### src/rtl/ecct_cfg.svh
// register offsets, field positions, reset values and divider counts of the 8-bit timer
`ifndef ECCT_CFG_SVH
`define ECCT_CFG_SVH

`define ECCT_OFS_CTRL_B 8'h51
`define ECCT_OFS_CTRL_A 8'h52
`define ECCT_OFS_STATUS 8'h53
`define ECCT_OFS_CAP1_HI 8'h54
`define ECCT_OFS_CAP1_LO 8'h55
`define ECCT_OFS_CMP1_HI 8'h56
`define ECCT_OFS_CMP1_LO 8'h57
`define ECCT_OFS_CNT_HI 8'h58
`define ECCT_OFS_CNT_LO 8'h59
`define ECCT_OFS_ACNT_HI 8'h5a
`define ECCT_OFS_ACNT_LO 8'h5b
`define ECCT_OFS_CAP2_HI 8'h5c
`define ECCT_OFS_CAP2_LO 8'h5d
`define ECCT_OFS_CMP2_HI 8'h5e
`define ECCT_OFS_CMP2_LO 8'h5f

`define ECCT_A_CAPTURE_IRQ_ENABLE 7
`define ECCT_A_COMPARE_IRQ_ENABLE 6
`define ECCT_A_OVERFLOW_IRQ_ENABLE 5
`define ECCT_A_OLVL2 2
`define ECCT_A_CAPTURE_ONE_EDGE_SELECT 1
`define ECCT_A_OLVL1 0
`define ECCT_B_COMPARE_ONE_PIN_ENABLE 7
`define ECCT_B_COMPARE_TWO_PIN_ENABLE 6
`define ECCT_B_OPM 5
`define ECCT_B_PWM 4
`define ECCT_B_CC_HI 3
`define ECCT_B_CC_LO 2
`define ECCT_B_CAPTURE_TWO_EDGE_SELECT 1
`define ECCT_S_CAPTURE_ONE_FLAG 7
`define ECCT_S_COMPARE_ONE_FLAG 6
`define ECCT_S_TOF 5
`define ECCT_S_CAPTURE_TWO_FLAG 4
`define ECCT_S_COMPARE_TWO_FLAG 3
`define ECCT_S_TIMD 2

`define ECCT_FL_OVF 0
`define ECCT_FL_CAP1 1
`define ECCT_FL_CAP2 2
`define ECCT_FL_CMP1 3
`define ECCT_FL_CMP2 4

`define ECCT_CNT_RELOAD 8'hfc
`define ECCT_CNT_MAX 8'hff
`define ECCT_CTRL_RST 8'h00
`define ECCT_CMP_RST 8'h00
`define ECCT_HIGH_READ 8'hff

`define ECCT_DIV2_LAST 13'h0001
`define ECCT_DIV4_LAST 13'h0003
`define ECCT_DIV8_LAST 13'h0007
`define ECCT_SLOW_DIV 8000

`endif

### src/rtl/ecct_pkg.sv
// types shared by the 8-bit capture/compare timer
package ecct_pkg;
   typedef logic [7:0] ecct_byte_t;
   typedef logic [31:0] ecct_word_t;
   // declaration order gives the clock select field encoding 00..11
   typedef enum logic [1:0] {ECCT_DIV4, ECCT_DIV2, ECCT_DIV8, ECCT_SLOW} ecct_clk_sel_t;
endpackage

### src/rtl/ecct_timer.sv
// 8-bit free-running timer with two captures, two compares and an avalon-mm slave
// Overview of operation
// eight-bit up-counter advances once per tick
// counter register writes reload the count FCh
// FCh is the only reload and reset value
// tick from cpu clock or slow oscillator
// select 00 /4, 01 /2, 10 /8, 11 slow
// wrap from FFh to 00h sets overflow flag
// overflow irq needs enable and clear cpu mask
// status read then counter access clears overflow
// alternate counter reads never clear overflow
// wait mode leaves the counter running
// halt freezes count, reset restarts it
// capture edge copies counter into capture register
// per-channel edge select bit
// select one rising, zero falling
// capture sets flag, gated shared irq
// one capture enable serves both channels
// status read then capture access clears flag
// capture register keeps the latest capture
// pulse modes leave only channel two capturing
// any pin transition on the selected edge triggers a capture
// unbonded capture input reads as one
// compare match sets flag, drives pin, irq
// compare registers zero at reset, software only
// capture pins synchronised before edge detection
// clears and reloads land on next tick
`include "ecct_cfg.svh"

module ecct_timer #(
   parameter int unsigned SLOW_DIV = `ECCT_SLOW_DIV,
   parameter logic [1:0] CAP_BONDED = 2'b11
) (
   input wire logic core_clk,
   input wire logic rst_n,
   input wire logic [7:0] avs_address,
   input wire logic avs_read,
   input wire logic avs_write,
   input wire logic [3:0] avs_byteenable,
   input wire ecct_pkg::ecct_word_t avs_writedata,
   output ecct_pkg::ecct_word_t avs_readdata,
   output logic avs_waitrequest,
   input wire logic capture_one_input,
   input wire logic capture_two_input,
   input wire logic secondary_oscillator_clock,
   input wire logic cpu_irq_mask,
   input wire logic halt_mode,
   output logic compare_one_output,
   output logic compare_one_output_en,
   output logic compare_two_output,
   output logic compare_two_output_en,
   output logic timer_irq
);
   import ecct_pkg::*;

   ecct_byte_t ctrl_a_q, ctrl_b_q, cnt_q;
   ecct_byte_t cmp_lo_q [2];
   ecct_byte_t cmp_hi_q [2];
   ecct_byte_t cap_q [2];
   ecct_byte_t rd_mux;
   ecct_word_t rdata_q;
   logic wait_q, timd_q, reload_pend_q, irq_q;
   logic [4:0] flag_q, arm_q, pend_q, set_evt, clr_acc;
   logic [1:0] cap_evt, edge_sel, pin_in, pen, lvl, out_q, oe_q;
   logic [1:0] cs1_q, cs2_q, cs3_q;
   logic os1_q, os2_q, os3_q, osc_rise;
   logic [12:0] pre_q, pre_last;
   logic acc, wr_en, rd_en, stat_rd, run, tick, pulse_mode;
   ecct_clk_sel_t clk_sel;

   localparam logic [12:0] SLOW_LAST = 13'(SLOW_DIV - 1);

   // ---------------- avalon-mm slave ----------------
   // one wait cycle: read data is prepared while waitrequest is high, and every side
   // effect happens on the single edge where the master sees waitrequest low
   assign acc = (avs_read | avs_write) & ~wait_q;
   assign wr_en = avs_write & acc & avs_byteenable[0];
   assign rd_en = avs_read & acc;
   assign stat_rd = rd_en && avs_address == `ECCT_OFS_STATUS;

   always_comb begin
      case (avs_address)
         `ECCT_OFS_CTRL_B: rd_mux = ctrl_b_q;
         `ECCT_OFS_CTRL_A: rd_mux = ctrl_a_q;
         `ECCT_OFS_STATUS: rd_mux = {flag_q[`ECCT_FL_CAP1], flag_q[`ECCT_FL_CMP1],
                                     flag_q[`ECCT_FL_OVF], flag_q[`ECCT_FL_CAP2],
                                     flag_q[`ECCT_FL_CMP2], timd_q, 2'b00};
         `ECCT_OFS_CAP1_LO: rd_mux = cap_q[0];
         `ECCT_OFS_CAP2_LO: rd_mux = cap_q[1];
         `ECCT_OFS_CMP1_LO: rd_mux = cmp_lo_q[0];
         `ECCT_OFS_CMP2_LO: rd_mux = cmp_lo_q[1];
         `ECCT_OFS_CMP1_HI: rd_mux = cmp_hi_q[0];
         `ECCT_OFS_CMP2_HI: rd_mux = cmp_hi_q[1];
         `ECCT_OFS_CNT_LO, `ECCT_OFS_ACNT_LO: rd_mux = cnt_q;
         `ECCT_OFS_CAP1_HI, `ECCT_OFS_CAP2_HI,
         `ECCT_OFS_CNT_HI, `ECCT_OFS_ACNT_HI: rd_mux = `ECCT_HIGH_READ;
         default: rd_mux = 8'h00;
      endcase
   end

   always_ff @(posedge core_clk) begin
      if (!rst_n) begin
         wait_q <= 1'b1;
         rdata_q <= 32'h0000_0000;
      end else if ((avs_read | avs_write) & wait_q) begin
         wait_q <= 1'b0;
         rdata_q <= {24'h00_0000, rd_mux};
      end else begin
         wait_q <= 1'b1;
      end
   end

   always_ff @(posedge core_clk) begin
      if (!rst_n) begin
         ctrl_a_q <= `ECCT_CTRL_RST;
         ctrl_b_q <= `ECCT_CTRL_RST;
         timd_q <= 1'b0;
         for (int c = 0; c < 2; c++) begin
            cmp_lo_q[c] <= `ECCT_CMP_RST;
            cmp_hi_q[c] <= `ECCT_CMP_RST;
         end
      end else if (wr_en) begin
         case (avs_address)
            `ECCT_OFS_CTRL_A: ctrl_a_q <= avs_writedata[7:0];
            `ECCT_OFS_CTRL_B: ctrl_b_q <= avs_writedata[7:0];
            `ECCT_OFS_STATUS: timd_q <= avs_writedata[`ECCT_S_TIMD];
            `ECCT_OFS_CMP1_LO: cmp_lo_q[0] <= avs_writedata[7:0];
            `ECCT_OFS_CMP2_LO: cmp_lo_q[1] <= avs_writedata[7:0];
            `ECCT_OFS_CMP1_HI: cmp_hi_q[0] <= avs_writedata[7:0];
            `ECCT_OFS_CMP2_HI: cmp_hi_q[1] <= avs_writedata[7:0];
            default: ;
         endcase
      end
   end

   // ---------------- prescaler ----------------
   assign clk_sel = ecct_clk_sel_t'(ctrl_b_q[`ECCT_B_CC_HI:`ECCT_B_CC_LO]);
   // no wait-mode input at all: the timer cannot be stopped by it
   assign run = ~halt_mode & ~timd_q;
   assign osc_rise = os2_q & ~os3_q;

   always_comb begin
      case (clk_sel)
         ECCT_DIV2: pre_last = `ECCT_DIV2_LAST;
         ECCT_DIV4: pre_last = `ECCT_DIV4_LAST;
         ECCT_DIV8: pre_last = `ECCT_DIV8_LAST;
         ECCT_SLOW: pre_last = SLOW_LAST;
         default: pre_last = `ECCT_DIV4_LAST;
      endcase
   end

   // >= rather than == so a select change mid-count cannot strand the prescaler
   assign tick = run && pre_q >= pre_last && (clk_sel != ECCT_SLOW || osc_rise);

   always_ff @(posedge core_clk) begin
      if (!rst_n) begin
         os1_q <= 1'b0;
         os2_q <= 1'b0;
         os3_q <= 1'b0;
      end else begin
         os1_q <= secondary_oscillator_clock;
         os2_q <= os1_q;
         os3_q <= os2_q;
      end
   end

   always_ff @(posedge core_clk) begin
      if (!rst_n) begin
         pre_q <= 13'h0000;
      end else if (run && (clk_sel != ECCT_SLOW || osc_rise)) begin
         pre_q <= tick ? 13'h0000 : pre_q + 13'h0001;
      end
   end

   // ---------------- counter ----------------
   always_ff @(posedge core_clk) begin
      if (!rst_n) begin
         cnt_q <= `ECCT_CNT_RELOAD;
      end else if (tick) begin
         if (reload_pend_q) cnt_q <= `ECCT_CNT_RELOAD;
         else cnt_q <= cnt_q + 8'h01;
      end
   end

   always_ff @(posedge core_clk) begin
      if (!rst_n) begin
         reload_pend_q <= 1'b0;
      end else if (wr_en && (avs_address == `ECCT_OFS_CNT_LO ||
                             avs_address == `ECCT_OFS_ACNT_LO)) begin
         reload_pend_q <= 1'b1;
      end else if (tick) begin
         reload_pend_q <= 1'b0;
      end
   end

   // ---------------- input capture ----------------
   assign pulse_mode = ctrl_b_q[`ECCT_B_OPM] | ctrl_b_q[`ECCT_B_PWM];
   assign edge_sel = {ctrl_b_q[`ECCT_B_CAPTURE_TWO_EDGE_SELECT], ctrl_a_q[`ECCT_A_CAPTURE_ONE_EDGE_SELECT]};
   assign pin_in = {capture_two_input, capture_one_input};

   genvar c;
   for (c = 0; c < 2; c++) begin : g_cap
      always_ff @(posedge core_clk) begin
         if (!rst_n) begin
            cs1_q[c] <= 1'b1;
            cs2_q[c] <= 1'b1;
            cs3_q[c] <= 1'b1;
         end else begin
            cs1_q[c] <= CAP_BONDED[c] ? pin_in[c] : 1'b1;
            cs2_q[c] <= cs1_q[c];
            cs3_q[c] <= cs2_q[c];
         end
      end
      // pins stay wired in whatever direction the port is set, so own toggles capture too
      assign cap_evt[c] = (edge_sel[c] ? (cs2_q[c] & ~cs3_q[c])
                                       : (~cs2_q[c] & cs3_q[c]))
                          & (c == 1 || !pulse_mode);
      always_ff @(posedge core_clk) begin
         if (!rst_n) cap_q[c] <= 8'h00;
         else if (cap_evt[c]) cap_q[c] <= cnt_q;
      end
   end

   // ---------------- output compare ----------------
   assign pen = {ctrl_b_q[`ECCT_B_COMPARE_TWO_PIN_ENABLE], ctrl_b_q[`ECCT_B_COMPARE_ONE_PIN_ENABLE]};
   assign lvl = {ctrl_a_q[`ECCT_A_OLVL2], ctrl_a_q[`ECCT_A_OLVL1]};
   for (c = 0; c < 2; c++) begin : g_cmp
      always_ff @(posedge core_clk) begin
         if (!rst_n) begin
            out_q[c] <= 1'b0;
            oe_q[c] <= 1'b0;
         end else begin
            oe_q[c] <= pen[c] & ~timd_q;
            if (tick && cnt_q == cmp_lo_q[c] && pen[c]) out_q[c] <= lvl[c];
         end
      end
   end

   // ---------------- flags ----------------
   assign set_evt[`ECCT_FL_OVF] = tick && !reload_pend_q && cnt_q == `ECCT_CNT_MAX;
   assign set_evt[`ECCT_FL_CAP1] = cap_evt[0];
   assign set_evt[`ECCT_FL_CAP2] = cap_evt[1];
   assign set_evt[`ECCT_FL_CMP1] = tick && cnt_q == cmp_lo_q[0];
   assign set_evt[`ECCT_FL_CMP2] = tick && cnt_q == cmp_lo_q[1];
   // the alternate counter address is deliberately absent here
   assign clr_acc[`ECCT_FL_OVF] = acc && avs_address == `ECCT_OFS_CNT_LO;
   assign clr_acc[`ECCT_FL_CAP1] = acc && avs_address == `ECCT_OFS_CAP1_LO;
   assign clr_acc[`ECCT_FL_CAP2] = acc && avs_address == `ECCT_OFS_CAP2_LO;
   assign clr_acc[`ECCT_FL_CMP1] = acc && avs_address == `ECCT_OFS_CMP1_LO;
   assign clr_acc[`ECCT_FL_CMP2] = acc && avs_address == `ECCT_OFS_CMP2_LO;

   genvar f;
   for (f = 0; f < 5; f++) begin : g_flag
      always_ff @(posedge core_clk) begin
         if (!rst_n) begin
            flag_q[f] <= 1'b0;
            arm_q[f] <= 1'b0;
            pend_q[f] <= 1'b0;
         end else begin
            // a new event beats a clear landing on the same tick
            if (set_evt[f]) flag_q[f] <= 1'b1;
            else if (pend_q[f] && tick) flag_q[f] <= 1'b0;
            if (stat_rd && flag_q[f]) arm_q[f] <= 1'b1;
            else if (clr_acc[f]) arm_q[f] <= 1'b0;
            if (clr_acc[f] && arm_q[f]) pend_q[f] <= 1'b1;
            else if (tick) pend_q[f] <= 1'b0;
         end
      end
   end

   // ---------------- interrupt request ----------------
   always_ff @(posedge core_clk) begin
      if (!rst_n) begin
         irq_q <= 1'b0;
      end else begin
         irq_q <= ~cpu_irq_mask &
                  ((flag_q[`ECCT_FL_OVF] & ctrl_a_q[`ECCT_A_OVERFLOW_IRQ_ENABLE]) |
                   ((flag_q[`ECCT_FL_CAP1] | flag_q[`ECCT_FL_CAP2])
                    & ctrl_a_q[`ECCT_A_CAPTURE_IRQ_ENABLE]) |
                   ((flag_q[`ECCT_FL_CMP1] | flag_q[`ECCT_FL_CMP2])
                    & ctrl_a_q[`ECCT_A_COMPARE_IRQ_ENABLE]));
      end
   end

   assign avs_readdata = rdata_q;
   assign avs_waitrequest = wait_q;
   assign compare_one_output = out_q[0];
   assign compare_two_output = out_q[1];
   assign compare_one_output_en = oe_q[0];
   assign compare_two_output_en = oe_q[1];
   assign timer_irq = irq_q;
endmodule // ecct_timer

### config.mk
export PLATFORM = sky130hd
export DESIGN_NAME = ecct_timer
export DESIGN_NICKNAME = d
export VERILOG_FILES = /design/src/rtl/ecct_pkg.sv /design/src/rtl/ecct_timer.sv
export VERILOG_INCLUDE_DIRS = /design/src /design/src/rtl
export SDC_FILE = /design/constraint.sdc
export NUM_CORES = 1
export LEC_CHECK = 0
export ABC_AREA = 1
export BUFFER_PORTS_ARGS = -buffer_cell sky130_fd_sc_hd__buf_2
export CORE_MARGIN = 8
export CORE_UTILIZATION = 40
export DETAILED_ROUTE_END_ITERATION = 10
export GPL_TIMING_DRIVEN = 0
export HOLD_SLACK_MARGIN = 0.03
export PLACE_DENSITY = 0.59
export SETUP_SLACK_MARGIN = 0.15
export SYNTH_ARGS = -nofsm -noshare
export SYNTH_HDL_FRONTEND = slang
export SYNTH_SLANG_ARGS = --single-unit
### constraint.sdc
create_clock -name core_clk -period 3.2 [get_ports core_clk]
set_clock_uncertainty 0.2 [all_clocks]
set_input_delay 0.16 -clock core_clk [delete_from_list [all_inputs] [get_ports core_clk]]
set_output_delay 0.16 -clock core_clk [all_outputs]
set_load 0.005 [all_outputs]
==> out/qor.log, run 1 <==
qor: worst_setup_path.slowest_stage ha_1
qor: flow_run.maxCapViolations 0
qor: logic_synthesis.synth_edf_count 48
qor: placed_design.gpl.final_weighted_congestion 0.9061
qor: sta.final_max_slew_viol_count 0
qor: logic_synthesis.ys_seq_area_share 45.73%
qor: layout.synthesis_to_layout_area_growth 18.78%
qor: logic_synthesis.synthMuxAreaShare 0%
qor: clock_tree.cts_inserted_buffers 17
qor: grt.antenna_violations_before_repair 0
qor: floorplan.io-pin-count 91
qor: clock_tree.insertion_delay 420 ps
qor: hold_path.hold_path_startpoint avs_address[3]
qor: sta.post-route-min-period 2520 ps
qor: logic_synthesis.ys.flop_type dfxtp_1
qor: grt.grt_pass1_wl 28070 microns
qor: detailed_routing.first_iter_violations 460
qor: detailed_routing.antenna_left 0
qor: clock_tree.maximum_number_of_buffers_from_clock_root_to_sink 2
qor: worst_setup_path.crit_path_most_repeated_cell nand2_1
qor: layout.design.final.nets 1000
qor: status.outcome finished, final reports clean
qor: power_and_ir_drop.worst_ir_drop_on_vdd 0.3503 mV
qor: layout.seq_area 0.002983 sq mm
qor: floorplan.dieArea 0.02065 sq mm
qor: sta.final_hold_viol_count 0
qor: logic_synthesis.syn_inst 838
qor: clock_tree.cts_tree yes
qor: placed_design.detailed_place_hpwl 14060 microns
qor: worst_setup_path.cp-start-kind flop
qor: layout.final_cell_mix 189 x nand2_1, 110 x nor2_1, 94 x nand3_1
qor: detailed_routing.num_vias 5714
qor: detailed_routing.detailroute.wirelength.met3 1258 microns
qor: grt.gr-total-overflow 0
qor: logic_synthesis.synth.ff_latch_count 125
qor: floorplan.core_area 0.01589 sq mm
qor: logic_synthesis.yosys_warnings 0
qor: layout.mostFrequentLayoutCell nand2_1
qor: logic_synthesis.syn-cell-area 0.006523 sq mm
qor: detailed_routing.drt_drc_violations_left 0
qor: worst_setup_path.worstPathArrival 2640 ps
qor: worst_setup_path.worstSetupPathType reg -> reg
qor: grt.first_global_vias 5065
qor: layout.post_route_cells_drive_above_1_share 16.38%
qor: grt.global_route.usage.total 18.07%
qor: layout.fillCellCount 1631
qor: sta.timing.setup.tns 0 ps
qor: detailed_routing.detail_route.wirelength 18260 microns
qor: sta.worst_slew_margin_rel 12.62%
qor: clock_tree.cts.repair_timing.setup_buffer_count 0
qor: worst_setup_path.reg2reg_from ctrl_b_q[3]
qor: sta.finalHoldWorstSlack 86.95 ps
qor: sta.rsz0062_at_grt false
qor: sta.timing.final.setup_violations 0
qor: clock_tree.cts.clk_slew.worst_paths 50 ps
qor: clock_tree.clk_root_buffer_cell clkbuf_16
qor: power_and_ir_drop.power.density_cell_area 472.8 mW/mm^2
qor: clock_tree.cts.htree.levels 4
qor: sta.post-route-period-util 78.74%
qor: logic_synthesis.synth_top_family_by_area simple AND/OR/NAND/NOR gates
qor: hold_path.worstHoldPathType in -> reg
qor: floorplan.die_h 143.7 microns
qor: logic_synthesis.synth_area_per_cell 7.783 sq um
qor: logic_synthesis.synth_compound_area_share 8.958%
qor: logic_synthesis.yosys.area_share.adder 2.302%
qor: detailed_routing.wire_per_inst 15.72 microns
qor: placed_design.port-buffer-count 39
qor: worst_setup_path.required_time_of_the_critical_path 3320 ps
qor: detailed_routing.dr.pass1.iters 5
qor: clock_tree.clock_sink_count 125
qor: layout.insertedDiodeCount 0
qor: logic_synthesis.postSynth.asyncResetShare 0%
qor: worst_setup_path.crit_start ctrl_b_q[3]
qor: worst_setup_path.crit_path_max_incr_delay 400 ps
qor: detailed_routing.routed.top_layer met4
qor: worst_setup_path.crit_path_cell_trace nand2_1 -> ha_1 -> nand2_2 -> nor2_4 -> inv_1 -> nor2_1 -> nand2_1 -> a21oi_2 -> buf_6 -> o21ai_0 -> o211ai_1
qor: floorplan.num_rows 46
qor: worst_setup_path.timing.critical_path.to_type flop
qor: detailed_routing.avgViaCountPerCell 4.917
qor: detailed_routing.met2RoutedLength 8070 microns
qor: grt.grt_start_max_net_pins 17
qor: sta.tightestPinTransition 1300 ps
qor: logic_synthesis.ys_types 45
qor: logic_synthesis.post_synth_and_or_nand_nor_area_fraction 31.63%
qor: power_and_ir_drop.static_leakage 3.513 nW
qor: detailed_routing.detail_route.wirelength.met1 8668 microns
qor: sta.max_clock_freq 396.9 MHz
qor: worst_setup_path.crit_path_max_fanout 10
qor: floorplan.start_util 41.06%
qor: layout.multiInputGateArea 0.002958 sq mm
qor: logic_synthesis.post_synth_xor_area_fraction 1.074%
qor: floorplan.chip_width 143.7 microns
==> routing by layer <==
metal	up-vias	track usage [%]
li1	2895	-
met3	18	3.451
met5	-	0
met4	0	6.309
met2	198	27.45
met1	2603	25.07
==> Yosys cell counts (6+ instances only) <==
cell type,number,share of area [%]
a21oi_1,28,2.1
a21oi_2,10,1.3
buf_2,9,0.69
buf_4,25,2.9
clkbuf_1,6,0.35
dfxtp_1,77,24
edfxtp_1,48,22
ha_1,12,2.3
inv_1,89,5.1
nand2_1,189,11
nand3_1,94,7.2
nand4_1,16,1.5
nor2_1,110,6.3
nor2_2,8,0.77
nor3_1,6,0.46
o211ai_1,6,0.69
o21ai_0,28,2.1
o21ai_1,8,0.61
o22ai_1,6,0.58
or2_2,6,0.58
xor2_1,8,1.1
==> final timing paths <==
path | end | slack [ps] | cells past startpoint
max | cnt_q[5] | 680 | 11
max reg2reg | cnt_q[5] | 680 | 11
min reg2reg | cs2_q[0] | 210 | 1
min | pend_q[2] | 90 | 5
==> report_power, final <==
group | internal (mW) | switching [mW]
Clock | 1.04 | 0.668
Combinational | 0.0835 | 0.161
Sequential | 1.69 | 0.0213
==> area by class of cell <==
cell class	count	area share (%)
Timing Repair Buffer	55	4.522
Clock buffer	23	6.185
Clock inverter	7	0.5006
Inverter	95	4.603
Tap cell	216	3.488
Buffer	47	4.021
Sequential cell	125	38.50
Multi-Input combinational cell	594	38.18
==> registers in the layout, indices dropped and copies added, names as in the netlist, 2 cells and up <==
register	count
ctrl_a_q	8
flag_q	5
ctrl_b_q	8
cmp_lo_q	16
cs2_q	2
pre_q	13
arm_q	5
cnt_q	8
cs1_q	2
cap_q	16
pend_q	5
avs_readdata	8
cmp_hi_q	16
cs3_q	2
==> what timing repair did <==
item | in CTS | in global routing
resized for setup | 0 | 0
hold buffers | 15 | 0
endpoints found under the setup margin | 0 | 0
endpoints found under the hold margin | 58 | 0
==> stage by stage <==
step	area, sq um	worst slack (ps)	util [%]	std cells	total power, mW
floorplan	6609	1116	-	861	1.888
global placement	7074	440.2	44.53	1116	1.971
detailed placement	7074	447.8	44.53	1116	1.971
CTS	7742	660.0	48.74	1161	3.695
global route	7747	476.5	48.77	1162	3.784
finish	7747	680.4	48.77	1162	3.663
==> worst max-delay path, delay by kind of cell (launching register included) <==
kind / cells / cell delay, ps
compound gates: 3 / 500
flops: 1 / 360
buf+inv: 2 / 240
simple gates: 5 / 720
fa+ha+maj: 1 / 400
==> cell families after synthesis <==
group,Yosys count
other,1
AOI/OAI and AO/OA,97
xor gates and xnor gates,8
buffers and inverters,142
adders and majority gates,12
DFF,125
and+or+nand+nor,453
Power figures use the tool's default switching activity.
==> run 2, diff against run 1 <==
- PLACE_DENSITY: 0.59 -> 0.61
- clock period: 3.2 -> 2.05 ns (I/O delays scaled with it)
==> out/qor.log, run 2 (synthesis gave the netlist of run 1 again) <==
qor: flow_run.maxCapViolations 0
qor: grt.antenna_violations_before_repair 0
qor: layout.final_cell_mix 185 x nand2_1, 99 x nor2_1, 92 x nand3_1
qor: placed_design.port-buffer-count 39
qor: grt.grt_start_max_net_pins 17
qor: layout.insertedDiodeCount 0
qor: layout.mostFrequentLayoutCell nand2_1
qor: sta.post-route-period-util 104.3%
qor: placed_design.detailed_place_hpwl 14230 microns
qor: worst_setup_path.crit-reg2reg-capture pre_q[7]
qor: worst_setup_path.timing.critical_path.to_type flop
qor: clock_tree.cts_tree yes
qor: sta.rsz0062_at_grt true
qor: clock_tree.cts.clk_slew.worst_paths 60 ps
qor: sta.timing.setup.tns -365.1 ps
qor: layout.design.final.nets 1018
qor: layout.layout_top_registers cap_q (16), cmp_hi_q (16), cmp_lo_q (16)
qor: detailed_routing.antenna_left 0
qor: worst_setup_path.timing.reg2reg.setup_slack -90 ps
qor: detailed_routing.drt_drc_violations_left 0
qor: grt.global_route.usage.total 18.83%
qor: grt.grt_pass1_wl 29390 microns
qor: detailed_routing.dr.pass1.iters 6
qor: hold_path.hold_path_startpoint rst_n
qor: clock_tree.clk_root_buffer_cell clkbuf_16
qor: floorplan.core_area 0.01589 sq mm
qor: floorplan.start_util 41.06%
qor: worst_setup_path.worst_setup_path_endpoint pre_q[7]
qor: worst_setup_path.worst_r2r_path_depth 11
qor: clock_tree.cts_inserted_buffers 17
qor: detailed_routing.detail_route.wirelength 19270 microns
qor: detailed_routing.wire_per_inst 16.30 microns
qor: power_and_ir_drop.static_leakage 3.632 nW
qor: clock_tree.cts.htree.levels 4
qor: sta.worst_slew_margin_rel 42.35%
qor: sta.tightestPinTransition 864.7 ps
qor: placed_design.worst_slack_placed -604.8 ps
qor: sta.layout_setup_ws -88.73 ps
qor: sta.final_max_slew_viol_count 0
qor: status.failed_checks setup timing
qor: worst_setup_path.reg2reg_from ctrl_b_q[3]
qor: floorplan.chip_width 143.7 microns
qor: worst_setup_path.required_time_of_the_critical_path 2210 ps
qor: sta.post-route-min-period 2139 ps
qor: worst_setup_path.crit_path_max_fanout 10
qor: status.outcome complete, but fails checks
qor: layout.post_route_cells_drive_above_1_share 22.36%
qor: floorplan.io-pin-count 91
qor: detailed_routing.first_iter_violations 541
qor: worst_setup_path.worstSetupPathType reg -> reg
qor: clock_tree.insertion_delay 430 ps
qor: sta.final_hold_viol_count 0
qor: floorplan.num_rows 46
qor: hold_path.worstHoldPathType in -> reg
qor: grt.gr-total-overflow 0
qor: detailed_routing.num_vias 5869
qor: worst_setup_path.worstPathArrival 2300 ps
qor: power_and_ir_drop.power.density_cell_area 711.7 mW/mm^2
qor: clock_tree.maximum_number_of_buffers_from_clock_root_to_sink 2
qor: layout.synthesis_to_layout_area_growth 27.26%
qor: power_and_ir_drop.worst_ir_drop_on_vdd 0.5820 mV
qor: detailed_routing.avgViaCountPerCell 4.965
qor: sta.timing.final.setup_violations 14
qor: floorplan.die_h 143.7 microns
qor: sta.max_clock_freq 467.6 MHz
qor: floorplan.dieArea 0.02065 sq mm
qor: clock_tree.clock_sink_count 125
qor: worst_setup_path.cp-start-kind flop
qor: grt.first_global_vias 5329
qor: worst_setup_path.crit_start ctrl_b_q[3]
qor: placed_design.gpl.final_weighted_congestion 0.8726
## run 2: area by class of cell
| type | count | area [sq um] |
|---|---|---|
| tap | 216 | 270.3 |
| buffer | 47 | 320.3 |
| inverter | 95 | 360.3 |
| sequential | 125 | 2993 |
| clock inverter | 11 | 95.09 |
| multi-input combinational | 594 | 3251 |
| timing repair buffer | 73 | 560.5 |
| fill | 1517 | 7585 |
| clock buffer | 21 | 450.4 |
## run 2: worst min path at each step
stage	endpoint	cells after the start
5_1_grt	reload_pend_q	4
2_1_floorplan	os1_q	2
3_5_place_dp	os1_q	3
3_3_place_gp	cs1_q[0]	2
4_1_cts	pre_q[6]	4
6_report	reload_pend_q	4
## run 2: metrics by stage
| stage | area (sq um) | power [mW] | hold slack [ps] | instances | utilization (%) |
|---|---|---|---|---|---|
| after floorplan | 6694 | 2.947 | 0.1309 | 861 | - |
| after global placement | 7159 | 3.079 | 91.05 | 1116 | 45.07 |
| after detailed placement | 7159 | 3.079 | 94.16 | 1116 | 45.07 |
| after CTS | 8092 | 5.903 | -2.942 | 1174 | 50.94 |
| after global routing | 8300 | 6.075 | 43.47 | 1182 | 52.25 |
| final | 8300 | 5.908 | 32.10 | 1182 | 52.25 |
## run 2: worst max-delay path: stages (launching register included)
cell	delay [ps]
dfxtp_4	380
nand2_8	110
ha_4	280
nand2_4	70
nor2_4	40
buf_4	130
a21oi_4	210
nand2_4	110
nand2_8	120
nand2_8	80
buf_12	160
nor3b_2	150
## run 2: power breakdown
group          total [mW]  switching, mW  internal (mW)
clock                2.80           1.12           1.68
combinational       0.436          0.275          0.161
sequential           2.67         0.0340           2.63
total                5.91           1.43           4.48
## run 2: per-layer routing
layer	up-vias	wire [microns]	GRT usage (%)
li1	2933	-	-
met1	2634	8631	25.31
met2	260	8421	28.75
met3	42	1731	4.048
met4	0	485	7.748
met5	-	0	0
## run 2: repair_timing
item                                   4_1_cts  5_1_grt
hold buffers                                20        0
pin swaps                                    9       10
setup buffers                                5        8
endpoints found under the hold margin       64        0
setup endpoints to repair                   82       85
cloned                                       1        0
resized for setup                           24       44
==> run 3, diff against run 2 <==
==> constraint.sdc (replaced) <==
create_clock -name core_clk -period 2.05 [get_ports core_clk]
set_clock_uncertainty 0.2 [all_clocks]
set_input_delay 0.205 -clock core_clk [delete_from_list [all_inputs] [get_ports core_clk]]
set_output_delay 0.205 -clock core_clk [all_outputs]
set_load 0.005 [all_outputs]
==> out/qor.log, run 3 (synthesis gave the netlist of run 1 again) <==
qor: status.outcome complete, but fails checks
qor: status.failed_checks setup timing
qor: grt.grtUsageMet2 28.47%
qor: power_and_ir_drop.worst_ir_drop_on_vdd 0.6006 mV
qor: sta.post-route-min-period 2085 ps
qor: layout.layout_top_registers cap_q (16), cmp_hi_q (16), cmp_lo_q (16)
qor: layout.final_core_util 52.62%
qor: detailed_routing.antenna_left 0
qor: power_and_ir_drop.static_leakage 3.683 nW
qor: clock_tree.clock_sink_count 125
qor: detailed_routing.dr.pass1.iters 5
qor: layout.seq_area 0.002992 sq mm
qor: clock_tree.cts_inserted_buffers 17
qor: power_and_ir_drop.power.density_cell_area 725.5 mW/mm^2
qor: placed_design.dpl_cell_area 0.007159 sq mm
qor: clock_tree.clk_root_buffer_cell clkbuf_16
qor: placed_design.gpl.final_weighted_congestion 0.9003
qor: layout.design.final.nets 1013
qor: clock_tree.maximum_number_of_buffers_from_clock_root_to_sink 2
qor: floorplan.start_util 41.06%
qor: placed_design.detailed_place_hpwl 14320 microns
qor: grt.gr-total-overflow 0
qor: sta.max_clock_freq 479.6 MHz
qor: grt.gr-usage-met1 25.45%
qor: detailed_routing.first_iter_violations 589
qor: sta.rsz0062_at_grt true
qor: detailed_routing.avgViaCountPerCell 5.067
qor: floorplan.dieArea 0.02065 sq mm
qor: flow_run.maxCapViolations 0
qor: layout.design_area 0.008359 sq mm
qor: clock_tree.cts.htree.levels 4
qor: clock_tree.cts_tree yes
qor: worst_setup_path.worstPathArrival 2150 ps
qor: sta.final_max_slew_viol_count 0
qor: layout.insertedDiodeCount 0
qor: floorplan.num_rows 46
qor: worst_setup_path.crit_path_max_fanout 8
qor: worst_setup_path.timing.critical_path.to_type flop
qor: detailed_routing.num_vias 5954
qor: sta.layout_setup_ws -35.11 ps
qor: layout.mostFrequentLayoutCell nand2_1
qor: grt.antenna_violations_before_repair 0
qor: grt.grt_start_max_net_pins 17
qor: sta.worst_slew_margin_rel 40.89%
qor: detailed_routing.detail_route.wirelength 19130 microns
qor: detailed_routing.drt_drc_violations_left 0
qor: floorplan.die_h 143.7 microns
qor: grt.grt.met3_usage 4.910%
qor: layout.fillCellCount 1521
qor: grt.grt_pass1_wl 29690 microns
qor: layout.post_route_cells_drive_above_1_share 23.67%
qor: sta.post-route-period-util 101.7%
qor: layout.multiInputGateArea 0.003304 sq mm
qor: sta.timing.final.setup_violations 19
qor: sta.tightestPinTransition 886.6 ps
qor: worst_setup_path.worstSetupPathType reg -> reg
qor: grt.first_global_vias 5520
qor: floorplan.chip_width 143.7 microns
qor: floorplan.io-pin-count 91
qor: layout.final_cell_mix 181 x nand2_1, 100 x nor2_1, 90 x nand3_1
qor: floorplan.core_area 0.01589 sq mm
qor: clock_tree.cts.clk_slew.worst_paths 50 ps
qor: grt.global_route.usage.total 19.00%
qor: sta.final_hold_viol_count 0
qor: worst_setup_path.cp-start-kind flop
qor: grt.most_congested_layer_reported_by_global_routing met2
qor: placed_design.port-buffer-count 39
qor: detailed_routing.wire_per_inst 16.28 microns
qor: worst_setup_path.required_time_of_the_critical_path 2110 ps
qor: hold_path.worstHoldPathType in -> reg
qor: clock_tree.insertion_delay 430 ps
qor: layout.synthesis_to_layout_area_growth 28.16%
run 3: cell types whose count changed in the layout (fill, tap and decap cells not counted), moves of 4 or more:
cell           delta
dlygate4sd3_1     -7
buf_6             +4
nand2_2           +4
clkinvlp_4        -5
nand2_1           -4
run 3: path summary, 6_finish.rpt:
check / from / to / slack, ps / depth (start not counted)
setup reg to reg: ctrl_b_q[2] / cnt_q[5] / -40 / 10
hold reg to reg: cs1_q[0] / cs2_q[0] / 220 / 1
setup / recovery: ctrl_b_q[2] / cnt_q[5] / -40 / 10
hold / removal: halt_mode / pre_q[2] / 90 / 5
run 3: per-stage QoR:
step | total power, mW | hold slack [ps] | setup TNS [ps] | cells | setup WS, ps
after global routing | 6.241 | 113.1 | -3441 | 1175 | -150.5
after CTS | 6.065 | 77.46 | -716.0 | 1172 | -39.10
after detailed placement | 3.078 | 197.7 | -17900 | 1116 | -660.9
after global placement | 3.075 | 194.7 | -17360 | 1116 | -644.1
final | 6.065 | 93.10 | -352.4 | 1175 | -35.11
after floorplan | 2.948 | 102.6 | -937.8 | 861 | -58.61
run 3: critical path, cell delays in order, from the launching register on:
cell and delay (ps):
dfxtp_4 380, nand2_8 110, ha_4 310, nand2_4 60, nor2_4 110, buf_6 110
a21oi_4 60, buf_6 120, a21oi_4 240, buf_6 160, o211ai_1 70
run 3: what timing repair did:
action | 4_1_cts | 5_1_grt
pin swaps | 14 | 14
setup buffers | 11 | 3
setup endpoints to repair | 82 | 128
gates resized for setup | 60 | 22
hold buffers | 13 | 0
hold endpoints to repair | 35 | 0
cloned | 2 | 0
run 3: layout make-up:
cell class	count	share of cell area, %
repair buffers	68	6.466
clock inverters	5	0.6286
flip-flops and latches	125	35.79
clock buffers	25	6.316
well taps	216	3.233
inverters	95	4.266
multi-input cells	594	39.53
plain buffers	47	3.772
run 3: power breakdown:
group	switching (mW)	internal (mW)	leakage (nW)	total [mW]
Clock	1.06	1.89	0.285	2.95
Sequential	0.0356	2.64	1.12	2.67
Combinational	0.279	0.164	2.27	0.444
Total	1.38	4.69	3.68	6.07
run 3: routing by layer:
| layer | vias up | share of wire, % |
|---|---|---|
| met5 | - | 0 |
| met4 | 0 | 2.6 |
| met3 | 39 | 8.0 |
| met2 | 233 | 44 |
| met1 | 2758 | 45 |
| li1 | 2924 | - |
